`src/design/mfc_regs.svh`:
```
// Constants for the meter push-function controller
`ifndef MFC_REGS_SVH
`define MFC_REGS_SVH

// Timing: long press threshold in milliseconds, core clock in kHz
`define MFC_LONG_PRESS_MS 1000
`define MFC_CLK_KHZ 25000
`define MFC_PRESS_CNT_W 25

// Display limits in counts and the zero offset divisor
`define MFC_FULL_SCALE 16'sh19C8
`define MFC_REL_LIMIT 16'sh270F
`define MFC_ZERO_DIV 16'sh000A

// Range indices, range one is index zero
`define MFC_RANGE_ONE 3'h0
`define MFC_VOLT_AUTO_LO 3'h1
`define MFC_VOLT_HI 3'h4
`define MFC_VOLT_INIT 3'h1
`define MFC_TWO_HI 3'h1
`define MFC_CAP_HI 3'h7
`define MFC_CCAP_LO 3'h3
`define MFC_CCAP_HI_LIM 3'h6
`define MFC_SIX_HI 3'h5

// Button indices
`define MFC_BTN_NUM 6
`define MFC_BTN_RANGE 0
`define MFC_BTN_HOLD 1
`define MFC_BTN_REL 2
`define MFC_BTN_MAXMIN 3
`define MFC_BTN_KEY 4
`define MFC_BTN_ZERO 5

`endif

```
`src/design/mfc_pkg.sv`:
```
// Types for the meter push-function controller
package mfc_pkg;

    // Measurement mode class from the mode decoder
    typedef enum logic [3:0] {
        MODE_VOLT,
        MODE_TWO_RANGE,
        MODE_ACA_AUTO,
        MODE_ACA_MAN,
        MODE_DCA_AUTO,
        MODE_DCA_MAN,
        MODE_CAP,
        MODE_CLAMP_CAP,
        MODE_RES,
        MODE_FREQ,
        MODE_FIXED
    } mfc_mode_t;

    // Max/min display selection
    typedef enum logic [1:0] {MM_OFF, MM_MAX, MM_MIN, MM_LIVE} mfc_mm_t;

    // Inrush capture state
    typedef enum logic [1:0] {IR_OFF, IR_ARMED, IR_HELD} mfc_ir_t;

    // Button conditioner state
    typedef struct packed {
        logic s1;
        logic s2;
        logic lvl;
        logic [24:0] cnt;
        logic long_done;
        logic press_p;
        logic short_p;
        logic long_p;
    } mfc_btn_t;

    // Controller state
    typedef struct packed {
        logic [2:0] strap_s1;
        logic [2:0] strap_s2;
        mfc_mode_t mode;
        logic [2:0] range;
        logic auto_rng;
        logic relative_mode;
        logic hold;
        logic zero;
        mfc_mm_t maxmin;
        mfc_ir_t inrush;
        logic ir_was_auto;
        logic ref_over;
        logic signed [15:0] offset;
        logic signed [15:0] last_conv;
        logic signed [15:0] max_val;
        logic signed [15:0] min_val;
        logic signed [15:0] disp_val;
        logic over;
    } mfc_state_t;

endpackage : mfc_pkg

```
`src/design/mfc_push_ctrl.sv`:
```
// Meter push-function controller: ranging, hold, relative, max/min, inrush, zero
`timescale 1ns/1ps
`default_nettype none
`include "mfc_regs.svh"

module mfc_push_ctrl #(
    parameter int unsigned LONG_PRESS_CYCLES = `MFC_LONG_PRESS_MS * `MFC_CLK_KHZ
) (
    input wire logic I_CORE_CLK,
    input wire logic I_RESET,
    input wire logic I_RANGE_BTN_N,
    input wire logic I_HOLD_BTN_N,
    input wire logic I_REL_BTN_N,
    input wire logic I_MAXMIN_BTN_N,
    input wire logic I_KEY_BTN_N,
    input wire logic I_ZERO_BTN_N,
    input wire logic I_CLAMP_CAP_LIMIT_PIN_N,
    input wire logic I_INRUSH_ENABLE_PIN_N,
    input wire logic I_FUNCTION_CODE_BIT_FIVE,
    input wire mfc_pkg::mfc_mode_t I_MEAS_MODE,
    input wire logic I_CONV_VALID,
    input wire logic signed [15:0] I_CONV_VALUE,
    input wire logic I_AUTO_UP,
    input wire logic I_AUTO_DOWN,
    input wire logic I_INRUSH_DET,
    output logic [2:0] O_RANGE,
    output logic O_AUTO,
    output logic signed [15:0] O_DISP_VALUE,
    output logic O_DISP_DASHES,
    output logic O_OVERLOAD_INDICATION,
    output logic O_RELATIVE_MODE,
    output logic O_HOLD,
    output mfc_pkg::mfc_mm_t O_MAXMIN_SEL,
    output logic O_INRUSH,
    output logic O_ZERO
);

    mfc_pkg::mfc_state_t r;
    mfc_pkg::mfc_state_t n;
    logic [`MFC_BTN_NUM-1:0] btn_n;
    logic [`MFC_BTN_NUM-1:0] b_press;
    logic [`MFC_BTN_NUM-1:0] b_short;
    logic [`MFC_BTN_NUM-1:0] b_long;
    logic lim_low;
    logic ir_enabled;
    logic fc5;
    logic [2:0] lo_auto;
    logic [2:0] lo_man;
    logic [2:0] hi;
    logic signed [15:0] v;
    logic v_over;
    logic signed [15:0] shown;

    // Magnitude of a signed count
    function automatic logic signed [15:0] mag(input logic signed [15:0] x);
        mag = (x < 16'sh0000) ? -x : x;
    endfunction : mag

    // Modes without any range choice
    function automatic logic is_fixed(input mfc_pkg::mfc_mode_t m);
        is_fixed = (m == mfc_pkg::MODE_FIXED) || (m == mfc_pkg::MODE_ACA_MAN) ||
                   (m == mfc_pkg::MODE_DCA_MAN);
    endfunction : is_fixed

    // Lowest range, automatic or manual
    function automatic logic [2:0] range_lo(input mfc_pkg::mfc_mode_t m, input logic auto_on);
        case (m)
            mfc_pkg::MODE_VOLT: range_lo = auto_on ? `MFC_VOLT_AUTO_LO : `MFC_RANGE_ONE;
            mfc_pkg::MODE_CLAMP_CAP: range_lo = `MFC_CCAP_LO;
            default: range_lo = `MFC_RANGE_ONE;
        endcase
    endfunction : range_lo

    // Highest range of the mode
    function automatic logic [2:0] range_hi(input mfc_pkg::mfc_mode_t m, input logic lim);
        case (m)
            mfc_pkg::MODE_VOLT: range_hi = `MFC_VOLT_HI;
            mfc_pkg::MODE_TWO_RANGE: range_hi = `MFC_TWO_HI;
            mfc_pkg::MODE_ACA_AUTO: range_hi = `MFC_TWO_HI;
            mfc_pkg::MODE_DCA_AUTO: range_hi = `MFC_TWO_HI;
            mfc_pkg::MODE_CAP: range_hi = `MFC_CAP_HI;
            mfc_pkg::MODE_CLAMP_CAP: range_hi = lim ? `MFC_CCAP_HI_LIM : `MFC_CAP_HI;
            mfc_pkg::MODE_RES: range_hi = `MFC_SIX_HI;
            mfc_pkg::MODE_FREQ: range_hi = `MFC_SIX_HI;
            default: range_hi = `MFC_RANGE_ONE;
        endcase
    endfunction : range_hi

    // Range taken on entry to a mode
    function automatic logic [2:0] range_init(input mfc_pkg::mfc_mode_t m);
        case (m)
            mfc_pkg::MODE_VOLT: range_init = `MFC_VOLT_INIT;
            mfc_pkg::MODE_CLAMP_CAP: range_init = `MFC_CCAP_LO;
            default: range_init = `MFC_RANGE_ONE;
        endcase
    endfunction : range_init

    assign btn_n[`MFC_BTN_RANGE] = I_RANGE_BTN_N;
    assign btn_n[`MFC_BTN_HOLD] = I_HOLD_BTN_N;
    assign btn_n[`MFC_BTN_REL] = I_REL_BTN_N;
    assign btn_n[`MFC_BTN_MAXMIN] = I_MAXMIN_BTN_N;
    assign btn_n[`MFC_BTN_KEY] = I_KEY_BTN_N;
    assign btn_n[`MFC_BTN_ZERO] = I_ZERO_BTN_N;

    // One conditioner per push button
    genvar gi;
    generate
        for (gi = 0; gi < `MFC_BTN_NUM; gi = gi + 1) begin : g_btn
            mfc_button #(
                .LONG_CYCLES(LONG_PRESS_CYCLES)
            ) u_btn (
                .i_clk(I_CORE_CLK),
                .i_reset(I_RESET),
                .i_btn_n(btn_n[gi]),
                .o_press(b_press[gi]),
                .o_short(b_short[gi]),
                .o_long(b_long[gi])
            );
        end
    endgenerate

    // Synchronised strap levels and range bounds
    always_comb begin
        lim_low = ~r.strap_s2[2];
        ir_enabled = ~r.strap_s2[1];
        fc5 = r.strap_s2[0];
        lo_auto = range_lo(I_MEAS_MODE, 1'b1);
        lo_man = range_lo(I_MEAS_MODE, 1'b0);
        hi = range_hi(I_MEAS_MODE, lim_low);
    end

    // Offset-corrected value and its overload flag
    always_comb begin
        v = I_CONV_VALUE - r.offset;
        v_over = mag(I_CONV_VALUE) > `MFC_FULL_SCALE;
        if (r.relative_mode) begin
            v_over = v_over || r.ref_over || (mag(v) > `MFC_REL_LIMIT);
        end
    end

    // Controller next state
    always_comb begin
        n = r;
        shown = r.disp_val;
        n.strap_s1 = {I_CLAMP_CAP_LIMIT_PIN_N, I_INRUSH_ENABLE_PIN_N, I_FUNCTION_CODE_BIT_FIVE};
        n.strap_s2 = r.strap_s1;
        n.mode = I_MEAS_MODE;

        // Conversion: track extremes, refresh display
        if (I_CONV_VALID) begin
            n.last_conv = I_CONV_VALUE;
            if (!r.hold && r.maxmin != mfc_pkg::MM_OFF) begin
                if (v > r.max_val) begin
                    n.max_val = v;
                end
                if (v < r.min_val) begin
                    n.min_val = v;
                end
            end
            case (r.maxmin)
                mfc_pkg::MM_MAX: shown = n.max_val;
                mfc_pkg::MM_MIN: shown = n.min_val;
                default: shown = v;
            endcase
            if (!r.hold && r.inrush == mfc_pkg::IR_OFF) begin
                n.disp_val = shown;
                n.over = v_over;
            end
        end

        // Single inrush capture, then hold the reading
        if (I_INRUSH_DET && r.inrush == mfc_pkg::IR_ARMED) begin
            n.disp_val = I_CONV_VALUE;
            n.over = mag(I_CONV_VALUE) > `MFC_FULL_SCALE;
            n.inrush = mfc_pkg::IR_HELD;
        end

        // Automatic range steps from the converter
        if (r.auto_rng && r.inrush == mfc_pkg::IR_OFF) begin
            if (I_AUTO_UP && r.range < hi) begin
                n.range = r.range + 3'h1;
                if (r.zero) begin
                    n.offset = r.offset / `MFC_ZERO_DIV;
                end
            end else if (I_AUTO_DOWN && r.range > lo_auto) begin
                n.range = r.range - 3'h1;
            end
        end

        // Hold toggle; entering hold in auto drops to manual unless zero is on
        if (b_press[`MFC_BTN_HOLD]) begin
            n.hold = ~r.hold;
            if (!r.hold && r.auto_rng && !r.zero) begin
                n.auto_rng = 1'b0;
            end
        end

        // Relative toggle, not offered in clamp DC current
        if (b_press[`MFC_BTN_REL] && I_MEAS_MODE != mfc_pkg::MODE_DCA_AUTO &&
            I_MEAS_MODE != mfc_pkg::MODE_DCA_MAN && r.inrush == mfc_pkg::IR_OFF) begin
            if (r.relative_mode) begin
                n.relative_mode = 1'b0;
                n.offset = '0;
            end else begin
                n.relative_mode = 1'b1;
                n.offset = r.disp_val;
                n.ref_over = r.over;
            end
        end

        // Max/min cycling and long-press exit
        if (b_short[`MFC_BTN_MAXMIN] && r.inrush == mfc_pkg::IR_OFF) begin
            case (r.maxmin)
                mfc_pkg::MM_OFF: begin
                    n.maxmin = mfc_pkg::MM_MAX;
                    n.max_val = r.disp_val;
                    n.min_val = r.disp_val;
                    n.disp_val = r.disp_val;
                end
                mfc_pkg::MM_MAX: n.maxmin = mfc_pkg::MM_MIN;
                mfc_pkg::MM_MIN: n.maxmin = mfc_pkg::MM_LIVE;
                default: n.maxmin = mfc_pkg::MM_MAX;
            endcase
        end
        if (b_long[`MFC_BTN_MAXMIN]) begin
            n.maxmin = mfc_pkg::MM_OFF;
        end

        // Zero: clamp DC current only, refused on the higher auto range
        if (b_short[`MFC_BTN_ZERO] && (I_MEAS_MODE == mfc_pkg::MODE_DCA_AUTO ||
            I_MEAS_MODE == mfc_pkg::MODE_DCA_MAN)) begin
            if (r.zero) begin
                n.offset = r.last_conv;
            end else if (!(r.auto_rng && r.range == hi)) begin
                n.zero = 1'b1;
                n.offset = r.last_conv;
            end
        end
        if (b_long[`MFC_BTN_ZERO] && r.zero) begin
            n.zero = 1'b0;
            n.offset = '0;
        end

        // Key: inrush entry, re-arm and exit
        if (b_short[`MFC_BTN_KEY] && ir_enabled && !fc5 &&
            (I_MEAS_MODE == mfc_pkg::MODE_ACA_AUTO || I_MEAS_MODE == mfc_pkg::MODE_ACA_MAN)) begin
            n.inrush = mfc_pkg::IR_ARMED;
            if (r.inrush == mfc_pkg::IR_OFF) begin
                n.ir_was_auto = r.auto_rng;
                n.hold = 1'b0;
                n.maxmin = mfc_pkg::MM_OFF;
                if (r.auto_rng) begin
                    n.range = hi;
                    n.auto_rng = 1'b0;
                end
            end
        end
        if (b_long[`MFC_BTN_KEY] && r.inrush != mfc_pkg::IR_OFF) begin
            n.inrush = mfc_pkg::IR_OFF;
            n.auto_rng = r.ir_was_auto;
            if (r.ir_was_auto) begin
                n.range = range_init(I_MEAS_MODE);
            end
        end

        // Range button: clear specials, then toggle or step
        if (b_press[`MFC_BTN_RANGE]) begin
            n.relative_mode = 1'b0;
            n.hold = 1'b0;
            n.maxmin = mfc_pkg::MM_OFF;
            n.zero = 1'b0;
            n.inrush = mfc_pkg::IR_OFF;
            n.offset = '0;
            n.range = r.range;
            n.auto_rng = r.auto_rng;
            if (!is_fixed(I_MEAS_MODE)) begin
                if (r.auto_rng) begin
                    n.auto_rng = 1'b0;
                end else if (r.range >= hi) begin
                    n.range = lo_man;
                end else begin
                    n.range = r.range + 3'h1;
                end
            end
        end

        // Long range press returns to automatic ranging
        if (b_long[`MFC_BTN_RANGE] && !is_fixed(I_MEAS_MODE)) begin
            n.auto_rng = 1'b1;
            if (r.range < lo_auto) begin
                n.range = lo_auto;
            end
        end

        // Mode change wins over everything
        if (I_MEAS_MODE != r.mode) begin
            n.relative_mode = 1'b0;
            n.hold = 1'b0;
            n.maxmin = mfc_pkg::MM_OFF;
            n.zero = 1'b0;
            n.inrush = mfc_pkg::IR_OFF;
            n.offset = '0;
            n.range = range_init(I_MEAS_MODE);
            n.auto_rng = ~is_fixed(I_MEAS_MODE);
        end
    end

    // State register
    always_ff @(posedge I_CORE_CLK or posedge I_RESET) begin
        if (I_RESET) begin
            r <= '0;
            r.range <= `MFC_VOLT_INIT;
            r.auto_rng <= 1'b1;
        end else begin
            r <= n;
        end
    end

    // Outputs straight from state
    assign O_RANGE = r.range;
    assign O_AUTO = r.auto_rng;
    assign O_DISP_VALUE = r.disp_val;
    assign O_DISP_DASHES = (r.inrush == mfc_pkg::IR_ARMED);
    assign O_OVERLOAD_INDICATION = r.over;
    assign O_RELATIVE_MODE = r.relative_mode;
    assign O_HOLD = r.hold;
    assign O_MAXMIN_SEL = r.maxmin;
    assign O_INRUSH = (r.inrush != mfc_pkg::IR_OFF);
    assign O_ZERO = r.zero;

endmodule : mfc_push_ctrl
`default_nettype wire

```
`src/design/mfc_button.sv`:
```
// Push button conditioner: synchroniser, press, short and long press pulses
`timescale 1ns/1ps
`default_nettype none
`include "mfc_regs.svh"

module mfc_button #(
    parameter int unsigned LONG_CYCLES = `MFC_LONG_PRESS_MS * `MFC_CLK_KHZ
) (
    input wire logic i_clk,
    input wire logic i_reset,
    input wire logic i_btn_n,
    output logic o_press,
    output logic o_short,
    output logic o_long
);

    mfc_pkg::mfc_btn_t r;
    mfc_pkg::mfc_btn_t n;
    logic [24:0] lim;

    assign lim = LONG_CYCLES[24:0];

    // Next state: sync, edge detect, hold time count
    always_comb begin
        n = r;
        n.s1 = ~i_btn_n;
        n.s2 = r.s1;
        n.lvl = r.s2;
        n.press_p = r.s2 & ~r.lvl;
        n.short_p = 1'b0;
        n.long_p = 1'b0;
        if (r.s2 && !r.lvl) begin
            n.cnt = '0;
            n.long_done = 1'b0;
        end else if (r.s2) begin
            if (!r.long_done) begin
                n.cnt = r.cnt + 25'h0000001;
            end
            if (!r.long_done && r.cnt >= lim) begin
                n.long_done = 1'b1;
                n.long_p = 1'b1; // Fires while still held
            end
        end else if (r.lvl && !r.long_done) begin
            n.short_p = 1'b1; // Release before the threshold
        end
    end

    // State register
    always_ff @(posedge i_clk or posedge i_reset) begin
        if (i_reset) begin
            r <= '0;
        end else begin
            r <= n;
        end
    end

    assign o_press = r.press_p;
    assign o_short = r.short_p;
    assign o_long = r.long_p;

endmodule : mfc_button
`default_nettype wire

```
`config.mk`:
```
export PLATFORM = sky130hd
export DESIGN_NAME = mfc_push_ctrl
export DESIGN_NICKNAME = d
export VERILOG_FILES = /design/src/design/mfc_pkg.sv /design/src/design/mfc_push_ctrl.sv /design/src/design/mfc_button.sv
export VERILOG_INCLUDE_DIRS = /design/src /design/src/design
export SDC_FILE = /design/constraint.sdc
export NUM_CORES = 1
export LEC_CHECK = 0
export CAP_MARGIN = 40
export CORE_MARGIN = 2
export CORE_UTILIZATION = 55
export DETAILED_ROUTE_END_ITERATION = 7
export DONT_BUFFER_PORTS = 1
export GPL_TIMING_DRIVEN = 1
export PLACE_DENSITY = 0.75
export RECOVER_POWER = 100
export SLEW_MARGIN = 20
export SYNTH_ARGS = -nofsm -noshare
export SYNTH_HDL_FRONTEND = slang
export SYNTH_HIERARCHICAL = 1
export SYNTH_SLANG_ARGS = --single-unit
```
`constraint.sdc`:
```
create_clock -name I_CORE_CLK -period 9.2 [get_ports I_CORE_CLK]
set_input_delay 0.46 -clock I_CORE_CLK [delete_from_list [all_inputs] [get_ports I_CORE_CLK]]
set_output_delay 0.46 -clock I_CORE_CLK [all_outputs]
set_load 0.02 [all_outputs]
```
After elaboration in Yosys (flattened, before gate mapping)
Index checks and enable logic that the tools add are counted.
W data, S select, Z words.
- bits in registers: 236
- latch bits: 0
- RAM bits: 0
- ROM bits: 0
- input port bits: 35
- output and inout port bits: 28
- memories: 0
- add/sub/neg operators: 9
- $mul: 0
- div/mod/pow operators: 1
- order comparisons: 14
- eq/ne operators: 23
- shift-type cells: 0
- muxes and demuxes: 95
- bitwise logic cells: 16
- reduce and logical (&&, ||, !) cells: 80
- operators by type and width (cell ; count):
    $mux W16 ; 15
    $mux W26 ; 8
    $add A25 B1 Y25 const B ; 4
    $ge A25 B25 Y1 const B ; 4
    $mux W25 ; 4
    $mux W48 ; 2
    $mux W49 ; 1
    $mux W17 ; 2
    $mux W1 ; 33
    $lt A16 B1 Y1 const B ; 2
    $mux W32 ; 1
    $neg A16 Y16 ; 2
    $pmux W16 S2 ; 1
    $logic_and A1 B1 Y1 ; 31
    $mux W4 ; 6
    $reduce_bool A2 Y1 ; 12
    $mux W11 ; 2
    $reduce_and A2 Y1 ; 11
    $mux W3 ; 7
    $mux W2 ; 9
    $div A16 B5 Y16 const B ; 1
    $eq A4 B3 Y1 const B ; 4
    $gt A16 B14 Y1 const B ; 1
    $gt A16 B15 Y1 const B ; 1
    32 further kinds ; 74

Logic depth before layout (Yosys ltp)
- word-level depth: 16
- depth in mapped cells: 30
- gate-level depth less buffers: 30

Hierarchy
The synthesis kept the hierarchy.
- modules (own cells, without submodules) (module ; times used ; cells each ; area each (sq um) ; seq. area each (sq um)):
    mfc_button ; 6 ; 190 ; 1776.7 ; 800.8
    mfc_push_ctrl ; 1 ; 1314 ; 10416.2 ; 2605.0

Worst setup path after synthesis
Ideal clock, no wire load.
- kind: register -> register
- from: register r[66] (netlist name)
- to: register r[67] (netlist name)
- library setup time: 0.077 ns
- arrival time: 6.148 ns
- required time: 9.123 ns
- path slack: 2.975 ns
- stages on the path, launching flop included: 28
- period minus slack after synthesis: 6.225 ns
- path through: dfrtp_1 inv_1 ha_1 nor2b_1 nand4_1 o211a_1 or3_1 a211o_1 or2_2 a31oi_1 a22oi_2 nor4_4 o22ai_2 and2_1 buf_6 a311oi_4 xnor2_1 and3_4 nor3_4 a21oi_1 or3_1 and3_1 ha_1 nand2b_1 and3_1 o31ai_1 a22oi_1 a21oi_1

==> results by group <==
Run status
  – Outcome: complete, but fails checks
  – Failing checks: DRC, capacitance limit, slew limit

Worst hold path
  – Hold Path Origin: I_CONV_VALUE[5]
  – Worst hold path type: in -> reg
  – Cell depth of the worst hold path: 1
  – Worst Hold Path EP: r[54]

Timing
  – Max Fclk: 123 MHz
  – Worst-Margin Slew: 3.07 ns
  – RSZ-0062 raised after global routing: no
  – Final setup viols: 0
  – Final Hold Fails: 0
  – TNS Setup: 0 ns
  – Tmin final: 8.12 ns
  – Final Max Tran Viols: 248
  – Crit share post-route: 0.883
  – Hold WS: 0.0477 ns
  – Rel. slew slack: -1.05
  – Post-route clock skew: 0.0128 ns

Critical path
  – Worst Setup End Kind: register
  – CP required: 9.68 ns
  – Kind of critical path: reg -> reg
  – RR Endpoint: r[67]
  – Critical R2R Launch: r[66]
  – Reg2Reg Depth: 25
  – Setup crit start kind: register
  – Worst R2R Setup Slack: 1.08 ns
  – Crit path DAT: 8.59 ns
  – Crit-path max FO: 11

CTS
  – Post-CTS Setup Inserts: 0
  – Root buffer cell: clkbuf_16
  – CTS HTree Levels: 1
  – CTS sink count: 236
  – CTS max path bufs: 3
  – CTS Hold Bufs: 14
  – CTS tree: done
  – Post_cts resized: 0
  – Worst-Skew Late Latency: 0.56 ns
  – CTS Buf Count: 27
  – Clock-pin slew on the worst setup and hold paths: 0.06 ns

Floorplanning
  – # IOs: 63
  – Die footprint: 0.0336 mm²
  – DIE WIDTH: 183 µm
  – CORE AREA: 0.0316 mm²
  – Starting density of the core: 0.559
  – DIE HEIGHT: 183 µm
  – # rows: 65

Yosys
  – Post-synth net total: 2,195
  – Post-Syn Instances: 2,091
  – Syn Area/Cell: 8.46 µm²
  – Synth warnings: 6
  – Syn Std Cell Area: 0.0177 mm²

Global route
  – First-pass GRT wire length: 79.6 mm
  – Met3 usage: 0.0578
  – Gr ovfl total: 0
  – Vias in the first global route: 15,300
  – Largest net degree at the start of global routing: 57
  – Busiest metal layer after global routing: met2
  – Met2 Use GR: 0.469
  – Global-route met1 utilization: 0.383
  – Antenna violations before repair: 2
  – Total global-route track usage: 0.287

Cells and area
  – Finished Layout Cells: 2,457
  – Area growth, synth to finish: 5.11%
  – Layout cell share with drive strength beyond 1: 0.0633
  – Final design utilization: 0.587
  – Commonest cells after routing, fill and taps aside: dfrtp_1 (234), nand2_1 (185), a21oi_1 (155), nor2_1 (143), inv_1 (127)
  – Commonest non-fill, non-tap cell in the layout: dfrtp_1
  – NumNets Final: 2,137
  – Post-route cell area: 0.0186 mm²

Job
  – Max_cap viols: 8

Drt
  – DRT Wirelength: 49.5 mm
  – Total number of vias: 16,500
  – Drt first pass iters: 8
  – Via density: 6.72
  – Post-DRT Antenna Nets: 0
  – DR iter-0 viols: 1,543
  – Routed len/inst: 20.1 µm
  – DRC errors left: 1

Placement
  – Port bufs: 0
  – Dpl cell area: 0.0177 mm²
  – GP Congestion: 0.942
  – Post-detail-place hpwl: 35.4 mm
  – Placed cell count: 2,390

Pwr
  – Pwr dens: 149 mW/mm²
  – Lkg Pwr: 0.00787 µW
  – VDD IR max: 136 µV
## registers in the layout, summed over array words and instances, names as in the netlist, 2 cells and up
name and cells:
g_btn.u_btn/o_long 4, g_btn.u_btn/r 110, g_btn.u_btn/o_short 3, O_RANGE 3
r 74, g_btn.u_btn/o_press 3, O_MAXMIN_SEL 2, O_DISP_VALUE 16
g_btn.u_btn/n 12, n 3
## worst max path at each step
stage          startpoint  endpoint  slack, ns
2_1_floorplan       r[66]     r[67]       2.97
3_3_place_gp        r[66]     r[67]       2.11
3_5_place_dp        r[66]     r[67]       1.93
4_1_cts             r[66]     r[67]       1.85
5_1_grt             r[66]     r[67]       0.64
6_report            r[66]     r[67]       1.08
## final cells by class
cell class / count / area (µm²)
fill: 2796 / 13100
clock inverter: 4 / 35.0
sequential: 236 / 5910
tap: 402 / 503
timing repair buffer: 41 / 282
antenna: 1 / 2.50
multi-input combinational: 1597 / 10500
clock buffer: 46 / 827
inverter: 130 / 489
## where the power goes
group          switching (µW)  leakage, µW  internal (µW)
logic                     321      0.00443            197
clock network             443     0.000425            609
registers                 100      0.00301           1100
## through the flow
stage	power, µW	setup slack, ns
global route	2900	0.644
floorplan	1610	2.97
CTS	2790	1.85
global placement	1710	2.11
finish	2770	1.08
detailed placement	1730	1.93
## per-layer routing
layer  up-vias  share of wire
met4         0          0.030
met5         -              0
met3       128          0.086
met2       754           0.46
li1       7651              -
met1      7973           0.42
## worst max-delay path, cell delays in order (launching register included)
cell       delay (ns)
dfrtp_1          0.42
inv_1            0.19
ha_1             0.28
nor2b_1          0.47
nand4_1          0.23
o211a_1          0.28
or3_1            0.42
a22o_1           0.25
o21a_1           0.33
or3_1            0.51
nand2_1          0.26
o211ai_1         0.18
nand3_1          0.29
and2_1           0.42
mux2i_1          0.44
a2111oi_0        0.18
a211oi_1         1.05
a21oi_1          0.15
or3_1            0.36
and3_1           0.20
ha_1             0.25
nand2b_1         0.17
and3_1           0.20
o31ai_1          0.20
a22oi_1          0.10
a21oi_1          0.21
Power figures use the tool's default switching activity.
